===== src/rtl/cmd_decode_pkg.sv =====
package cmd_decode_pkg;

  localparam int BANK_W = 3;
  localparam int ADDR_W = 16;
  localparam int A10_BIT = 10;
  localparam int A12_BIT = 12;
  localparam int BL_W = 4;
  localparam logic [BL_W-1:0] BURST_LEN_8 = 4'h8;
  localparam logic [BL_W-1:0] BURST_LEN_4 = 4'h4;
  localparam logic [1:0] MR_BL_FIXED8 = 2'h0;
  localparam logic [1:0] MR_BL_OTF = 2'h1;
  localparam logic [1:0] MR_BL_FIXED4 = 2'h2;
  localparam logic [BANK_W-1:0] MR0_SEL = 3'h0;
  localparam int WRITE_GUARD_CYCLES = 512;
  localparam int GUARD_W = 10;
  localparam int BURST_CYC_DIV = 2;

  typedef enum logic [4:0] {
    CMD_NONE = 5'h00,
    CMD_MODE_LOAD = 5'h01,
    CMD_REFRESH = 5'h02,
    CMD_SELF_REFRESH_ENTRY = 5'h03,
    CMD_SELF_REFRESH_EXIT = 5'h04,
    CMD_BANK_CLOSE = 5'h05,
    CMD_ALL_BANK_CLOSE = 5'h06,
    CMD_ROW_OPEN = 5'h07,
    CMD_WRITE = 5'h08,
    CMD_READ = 5'h09,
    CMD_NO_OPERATION = 5'h0a,
    CMD_IMPEDANCE_CAL_LONG = 5'h0b,
    CMD_IMPEDANCE_CAL_SHORT = 5'h0c,
    CMD_POWERDOWN_ENTRY = 5'h0d,
    CMD_POWERDOWN_EXIT = 5'h0e,
    CMD_ILLEGAL = 5'h1f
  } cmd_e;

  typedef enum logic [1:0] {
    ST_ACTIVE = 2'h0,
    ST_SELF_REFRESH = 2'h1,
    ST_POWER_DOWN = 2'h2
  } mode_e;

  typedef struct packed {
    logic              cs_b;
    logic              ras_b;
    logic              cas_b;
    logic              we_b;
    logic              cke;
    logic [BANK_W-1:0] bank;
    logic [ADDR_W-1:0] addr;
  } cmd_pins_s;

  typedef struct packed {
    cmd_e              cmd;
    logic [BANK_W-1:0] bank;
    logic [ADDR_W-1:0] addr;
    logic              auto_close_select;
    logic              burst_chop_select;
    logic [BL_W-1:0]   burst_len;
  } cmd_out_s;

endpackage : cmd_decode_pkg


===== src/rtl/ddr3_command_decoder.sv =====
`timescale 1ns/1ps
`default_nettype none
module ddr3_command_decoder
  import cmd_decode_pkg::*;
(
  input  wire logic              clock,
  input  wire logic              rst_b,
  input  wire logic              cs_b,
  input  wire logic              ras_b,
  input  wire logic              cas_b,
  input  wire logic              we_b,
  input  wire logic              cke,
  input  wire logic [BANK_W-1:0] bank,
  input  wire logic [ADDR_W-1:0] addr,
  input  wire logic              on_die_termination,
  output logic                   cmd_valid,
  output cmd_out_s               cmd_out,
  output logic                   burst_busy,
  output logic                   self_refresh,
  output logic                   power_down,
  output logic                   termination_on,
  output logic                   write_blocked,
  output logic [1:0]             burst_mode
);

  cmd_pins_s   s1, s2;
  logic        cke_prev;
  mode_e       mode, next_mode;
  cmd_e        dec;
  logic [1:0]  next_burst_mode;
  logic [BL_W-1:0] next_len;
  logic        term_s1, term_s2;
  logic [BL_W-1:0] burst_cnt, next_burst_cnt;
  logic [GUARD_W-1:0] guard, next_guard;
  logic        idle_cmd;
  logic        next_cmd_valid;
  cmd_out_s    next_cmd_out;
  logic        sr_exit;

  always_ff @(posedge clock or negedge rst_b)
  begin
    if (!rst_b)
    begin
      s1      <= '0;
      s2      <= '0;
      term_s1 <= 1'b0;
      term_s2 <= 1'b0;
    end
    else
    begin
      s1 <= '{cs_b:cs_b, ras_b:ras_b, cas_b:cas_b, we_b:we_b, cke:cke, bank:bank, addr:addr};
      s2 <= s1;
      // Termination request is a pin as well, so it is synchronised too
      term_s1 <= on_die_termination;
      term_s2 <= term_s1;
    end
  end

  // Idle command is deselect or no-operation
  assign idle_cmd = s2.cs_b | (s2.ras_b & s2.cas_b & s2.we_b);
  // Self refresh exit condition for chk_selfref_exit only; the mode change itself waits for the command decode
  assign sr_exit  = (mode == ST_SELF_REFRESH) & s2.cke & idle_cmd;

  always_comb
  begin
    dec = CMD_ILLEGAL;
    if (!cke_prev)
    begin
      if (s2.cke && idle_cmd)
        dec = (mode == ST_SELF_REFRESH) ? CMD_SELF_REFRESH_EXIT : CMD_POWERDOWN_EXIT;
      else
        dec = CMD_NONE;
    end
    else if (!s2.cke)
    begin
      if (!s2.cs_b && !s2.ras_b && !s2.cas_b && s2.we_b)
        dec = CMD_SELF_REFRESH_ENTRY;
      else if (idle_cmd)
        dec = CMD_POWERDOWN_ENTRY;
    end
    else if (s2.cs_b)
      dec = CMD_NO_OPERATION;
    else
    begin
      case ({s2.ras_b, s2.cas_b, s2.we_b})
        3'h0: dec = CMD_MODE_LOAD;
        3'h1: dec = CMD_REFRESH;
        3'h2: dec = s2.addr[A10_BIT] ? CMD_ALL_BANK_CLOSE : CMD_BANK_CLOSE;
        3'h3: dec = CMD_ROW_OPEN;
        3'h4: dec = CMD_WRITE;
        3'h5: dec = CMD_READ;
        3'h6: dec = s2.addr[A10_BIT] ? CMD_IMPEDANCE_CAL_LONG : CMD_IMPEDANCE_CAL_SHORT;
        3'h7: dec = CMD_NO_OPERATION;
        default: dec = CMD_ILLEGAL;
      endcase
    end
  end

  always_comb
  begin
    next_mode       = mode;
    next_burst_mode = burst_mode;
    next_burst_cnt  = burst_cnt;
    next_guard      = guard;
    next_cmd_valid  = 1'b0;
    next_cmd_out    = cmd_out;
    if (burst_cnt != '0)
      next_burst_cnt = burst_cnt - 4'h1;
    if (guard != '0)
      next_guard = guard - 10'h1;
    if (s2.addr[A12_BIT])
      next_len = BURST_LEN_8;
    else
      next_len = BURST_LEN_4;
    if (burst_mode != MR_BL_OTF)
      next_len = (burst_mode == MR_BL_FIXED4) ? BURST_LEN_4 : BURST_LEN_8;
    case (dec)
      CMD_MODE_LOAD:
      begin
        if (s2.bank == MR0_SEL)
          next_burst_mode = s2.addr[1:0];
      end
      CMD_SELF_REFRESH_ENTRY: next_mode = ST_SELF_REFRESH;
      CMD_POWERDOWN_ENTRY: next_mode = ST_POWER_DOWN;
      CMD_POWERDOWN_EXIT: next_mode = ST_ACTIVE;
      CMD_SELF_REFRESH_EXIT:
      begin
        next_mode  = ST_ACTIVE;
        next_guard = GUARD_W'(WRITE_GUARD_CYCLES - 1);
      end
      CMD_READ, CMD_WRITE:
      begin
        if (burst_cnt == '0)
          next_burst_cnt = BL_W'(next_len / BL_W'(BURST_CYC_DIV));
      end
      default: next_mode = mode;
    endcase
    if (dec != CMD_NONE && dec != CMD_NO_OPERATION && dec != CMD_ILLEGAL)
    begin
      next_cmd_valid                 = 1'b1;
      next_cmd_out.cmd               = dec;
      next_cmd_out.bank              = s2.bank;
      next_cmd_out.addr              = s2.addr;
      next_cmd_out.auto_close_select = s2.addr[A10_BIT];
      next_cmd_out.burst_chop_select = (burst_mode == MR_BL_OTF) & ~s2.addr[A12_BIT];
      next_cmd_out.burst_len         = next_len;
    end
  end

  always_ff @(posedge clock or negedge rst_b)
  begin
    if (!rst_b)
    begin
      cke_prev       <= 1'b0;
      mode           <= ST_ACTIVE;
      burst_mode     <= MR_BL_FIXED8;
      burst_cnt      <= '0;
      guard          <= '0;
      cmd_valid      <= 1'b0;
      cmd_out        <= '0;
      burst_busy     <= 1'b0;
      self_refresh   <= 1'b0;
      power_down     <= 1'b0;
      termination_on <= 1'b0;
      write_blocked  <= 1'b0;
    end
    else
    begin
      cke_prev       <= s2.cke;
      mode           <= next_mode;
      burst_mode     <= next_burst_mode;
      burst_cnt      <= next_burst_cnt;
      guard          <= next_guard;
      cmd_valid      <= next_cmd_valid;
      cmd_out        <= next_cmd_out;
      burst_busy     <= (next_burst_cnt != '0);
      self_refresh   <= (next_mode == ST_SELF_REFRESH);
      power_down     <= (next_mode == ST_POWER_DOWN);
      termination_on <= term_s2 & (next_mode != ST_SELF_REFRESH);
      write_blocked  <= (next_guard != '0);
    end
  end

  chk_precharge_all: assert property (@(posedge clock) disable iff (!rst_b)
    (cke_prev && s2.cke && !s2.cs_b && !s2.ras_b && s2.cas_b && !s2.we_b && s2.addr[A10_BIT])
    |=> (cmd_valid && cmd_out.cmd == CMD_ALL_BANK_CLOSE))
    else $error("all bank close not decoded");

  chk_deselect_idle: assert property (@(posedge clock) disable iff (!rst_b)
    (cke_prev && s2.cke && s2.cs_b) |=> !cmd_valid)
    else $error("deselect produced a command");

  chk_selfref_entry: assert property (@(posedge clock) disable iff (!rst_b)
    (cke_prev && !s2.cke && !s2.cs_b && !s2.ras_b && !s2.cas_b && s2.we_b) |=> self_refresh)
    else $error("self refresh not entered");

  chk_selfref_exit: assert property (@(posedge clock) disable iff (!rst_b)
    sr_exit && !cke_prev |=> (!self_refresh && write_blocked))
    else $error("self refresh exit missed");

  chk_term_off: assert property (@(posedge clock) disable iff (!rst_b)
    self_refresh |-> !termination_on)
    else $error("termination on in self refresh");

  chk_fixed_len: assert property (@(posedge clock) disable iff (!rst_b)
    (cmd_valid && (cmd_out.cmd == CMD_READ || cmd_out.cmd == CMD_WRITE)
      && $past(burst_mode) == MR_BL_FIXED8)
    |-> cmd_out.burst_len == BURST_LEN_8)
    else $error("fixed length not honoured");

  chk_burst_runs: assert property (@(posedge clock) disable iff (!rst_b)
    (burst_busy && burst_cnt > 4'h1) |=> burst_busy)
    else $error("burst cut short");

  chk_auto_close: assert property (@(posedge clock) disable iff (!rst_b)
    (cmd_valid && (cmd_out.cmd == CMD_WRITE || cmd_out.cmd == CMD_READ))
    |-> cmd_out.auto_close_select == cmd_out.addr[A10_BIT])
    else $error("auto close flag wrong");

  chk_pd_entry: assert property (@(posedge clock) disable iff (!rst_b)
    (mode == ST_ACTIVE && cke_prev && !s2.cke && idle_cmd) |=> power_down)
    else $error("power-down not entered");

endmodule : ddr3_command_decoder
`default_nettype wire


===== config.mk =====
export PLATFORM = sky130hd
export DESIGN_NAME = ddr3_command_decoder
export DESIGN_NICKNAME = d
export VERILOG_FILES = /design/src/rtl/cmd_decode_pkg.sv /design/src/rtl/ddr3_command_decoder.sv
export SDC_FILE = /design/constraint.sdc
export NUM_CORES = 1
export LEC_CHECK = 0
export ABC_CLOCK_PERIOD_IN_PS = 4200
export BUFFER_PORTS_ARGS = -buffer_cell sky130_fd_sc_hd__buf_2
export CORE_MARGIN = 1.5
export CORE_UTILIZATION = 59
export CTS_CLUSTER_DIAMETER = 50
export DETAILED_ROUTE_END_ITERATION = 8
export PLACE_DENSITY = 0.83
export SETUP_SLACK_MARGIN = 0.3
export SKIP_CTS_REPAIR_TIMING = 1
export SYNTH_ARGS = -nofsm -noshare
export SYNTH_HDL_FRONTEND = slang
export SYNTH_SLANG_ARGS = --single-unit

===== constraint.sdc =====
create_clock -name clock -period 4.2 [get_ports clock]
set_input_delay 0.42 -clock clock [delete_from_list [all_inputs] [get_ports clock]]
set_output_delay 0.42 -clock clock [all_outputs]
set_load 0.02 [all_outputs]

==> out/qor.csv <==
stage;metric;value;unit
timing;layout_worst_path_cycle_share;0.7280;
finish;nNetsFinal;380;
synthesis;synth_seq_cells;102;
power;p_per_area;574.1;nW/um^2
critical_path;cpPeakStageDelay;0.73;ns
finish;regArea;2552;sq um
synthesis;synthMostInstantiatedCell;dfrtp_1;
timing;fmax;327.1;MHz
synthesis;yosys.cell_types.count;56;
synthesis;yosys-top-cells-count;dfrtp_1, nand2_1, nor2_1;
finish;multi_input_area;1249;sq um
synthesis;yosys_warnings;0;
die;start_util;0.6136;
routing;routed_wl;6.940;mm
routing;vias_per_cell;5.648;
placed_design;port_buffers;62;
clock_tree;cts_buffers;9;
finish;syn_to_final_growth;15.07;%
die;die_width;84.50;um
finish;antenna_cells;0;
clock_tree;clk_latency;0.36;ns
die;die_y;84.50;um
synthesis;synth_top_cell_by_area;dfrtp_1;
timing;final.setup.worst_slack;1.143;ns
clock_tree;root_buffer;clkbuf_8;
global_route;grt_pass1_wl;11.98;mm
timing;setup_tns;0;ns
placed_design;placed_area;4294;sq um
finish;stdcell_area;4509;sq um
power;irDropWorstVdd;0.0003371;V
outcome;status;finished, final reports clean;
global_route;grt_pass1_vias;2596;
timing;post-route-min-period;3.057;ns
global_route;overflow;0;
timing;setup_violations;0;
run;drv_cap;0;
critical_path;cp_common_cell;a2111oi_4;
finish;fillers;460;
timing;rsz0062_at_grt;false;
synthesis;seq_area_frac_synth;0.6513;
timing;final.setup_skew;0.01258;ns
critical_path;endpoint_kind;flip-flop;
die;ios;65;
critical_path;cp_max_fo;19;
timing;tightest_slew;0.8723;ns
clock_tree;clockBufferDepth;2;
synthesis;synthTopCellsByArea;dfrtp_1, mux2_4, mux2_2;
clock_tree;clock-sinks;102;
critical_path;arrival;3.31;ns
synthesis;synth_edf_count;0;
synthesis;netlist_instances;283;
placed_design;place_inst;416;
routing;routed-via-count;2440;
synthesis;synth_area;3919;sq um
clock_tree;path_clk_slew;0.11;ns
synthesis;async_flop_share;1.000;
critical_path;cp_cell_sequence;a31oi_1 -> a2111oi_4 -> a311oi_2 -> a2111oi_4 -> o41ai_4 -> buf_12 -> mux2_2;
synthesis;synth_top_cell_area_share;0.6513;
finish;drive_above_1_share;0.3239;
global_route;antenna_found_initial;0;
placed_design;routabilityCongestion;0.8517;
routing;drcViolationCount;0;
routing;antenna_left;0;
die;core-area;6386;sq um
critical_path;path_class;reg2reg;
die;die-area;7140;sq um
critical_path;slowest_stage;o41ai_4;
timing;drv_slew;0;
critical_path;required;4.46;ns
synthesis;ys.flop_type;dfrtp_1;
finish;stdcell_count;432;
synthesis;avgSynthCellArea;13.85;sq um
critical_path;critPathLaunchType;flip-flop;
placed_design;pre_cts_ws;1.185;ns
timing;slew_headroom;0.4165;
die;num_rows;29;
global_route;grt_max_degree;61;
clock_tree;cts.htree.levels;3;
global_route;grt_use_total;0.2157;
routing;first_pass_iters;4;
worst_hold_path;hold_class;in2async;
placed_design;hpwl;4.805;mm
routing;drtIter0Drc;113;
timing;finalHoldViolCount;0;
power;power.leakage;0.002117;uW
clock_tree;cts_tree;yes;
routing;wire_per_inst;16.06;um
[where the power goes]
group | leakage (uW) | internal (uW) | switching, uW
Sequential | 0.00119 | 1150 | 146
Combinational | 0.000819 | 292 | 358
Clock | 0.000105 | 290 | 357
[flip-flops by register name (all words and copies together) (netlist names), 2 cells and up]
register and flops:
cmd_out 27, s1 24, s2 24, guard 10, burst_cnt 4, burst_mode 2
mode 2
[metal layers]
layer | up-vias | GRT usage | share of wire
li1 | 1130 | - | -
met1 | 1213 | 0.2768 | 0.44
met2 | 85 | 0.3506 | 0.49
met3 | 12 | 0.04818 | 0.055
met4 | 0 | 0.1056 | 0.019
met5 | - | 0 | 0
[placed cells by master (no fill, tap or decap), types with 2 or more instances in the layout]
cell	instances
inv_1	15
or4_1	5
nand3_1	5
dfrtp_1	102
nor2b_1	5
ha_1	3
xnor2_1	2
and2_1	3
nand2_1	17
inv_6	2
buf_4	2
conb_1	2
or3_1	3
mux2_4	15
a31oi_1	3
o21ai_0	4
a2111oi_4	2
nand2b_1	7
nor4_1	5
nor2_1	16
nor3_1	9
nor4b_1	2
buf_2	61
clkbuf_8	9
a21oi_1	5
nand4_1	2
mux2_2	11
mux2i_1	5
[cell type report]
type,instances,share of cell area
Sequential cell,102,0.5660
Multi-Input combinational cell,158,0.2769
Timing Repair Buffer,64,0.07547
Clock buffer,9,0.02747
Tap cell,77,0.02137
Clock inverter,7,0.02026
Inverter,15,0.01249
[per-stage QoR]
stage / util / power, uW / hold WS [ns]
after floorplan: - / 1751 / 0.1244
after global placement: 0.6724 / 1924 / 0.3318
after detailed placement: 0.6724 / 1961 / 0.3347
after CTS: 0.7061 / 2609 / 0.1244
after global routing: 0.7061 / 2740 / 0.1359
final: 0.7061 / 2589 / 0.09813
[kinds of logic after synthesis]
| kind of cell | count (synthesis) | synth area share |
|---|---|---|
| flops | 102 | 0.6513 |
| simple gates | 86 | 0.1175 |
| compound gates | 34 | 0.08334 |
| mux | 31 | 0.1019 |
| buf+inv | 24 | 0.03097 |
| fa+ha+maj | 3 | 0.009580 |
| xor+xnor | 2 | 0.004471 |
| other cells | 1 | 0.0009569 |
[path summary, 6_finish.rpt]
| check | start | end | slack [ns] | cells past startpoint |
|---|---|---|---|---|
| max | s2[21] | cmd_out[9] | 1.14 | 7 |
| min | rst_b | s1[23] | 0.1 | 1 |
| max reg2reg | s2[21] | cmd_out[9] | 1.14 | 7 |
| min reg2reg | s1[18] | s2[18] | 0.36 | 0 |
| max in group asynchronous | rst_b | s2[18] | 3.11 | 2 |
| min in group clock | cke | s1[19] | 0.15 | 1 |
[critical path: cells and delay by family, from the launching register on]
| kind | cells | cell delay, ns |
|---|---|---|
| compound gates | 5 | 1.86 |
| buf+inv | 1 | 0.26 |
| flops | 1 | 0.45 |
| mux | 1 | 0.36 |
Power figures use the tool's default switching activity.
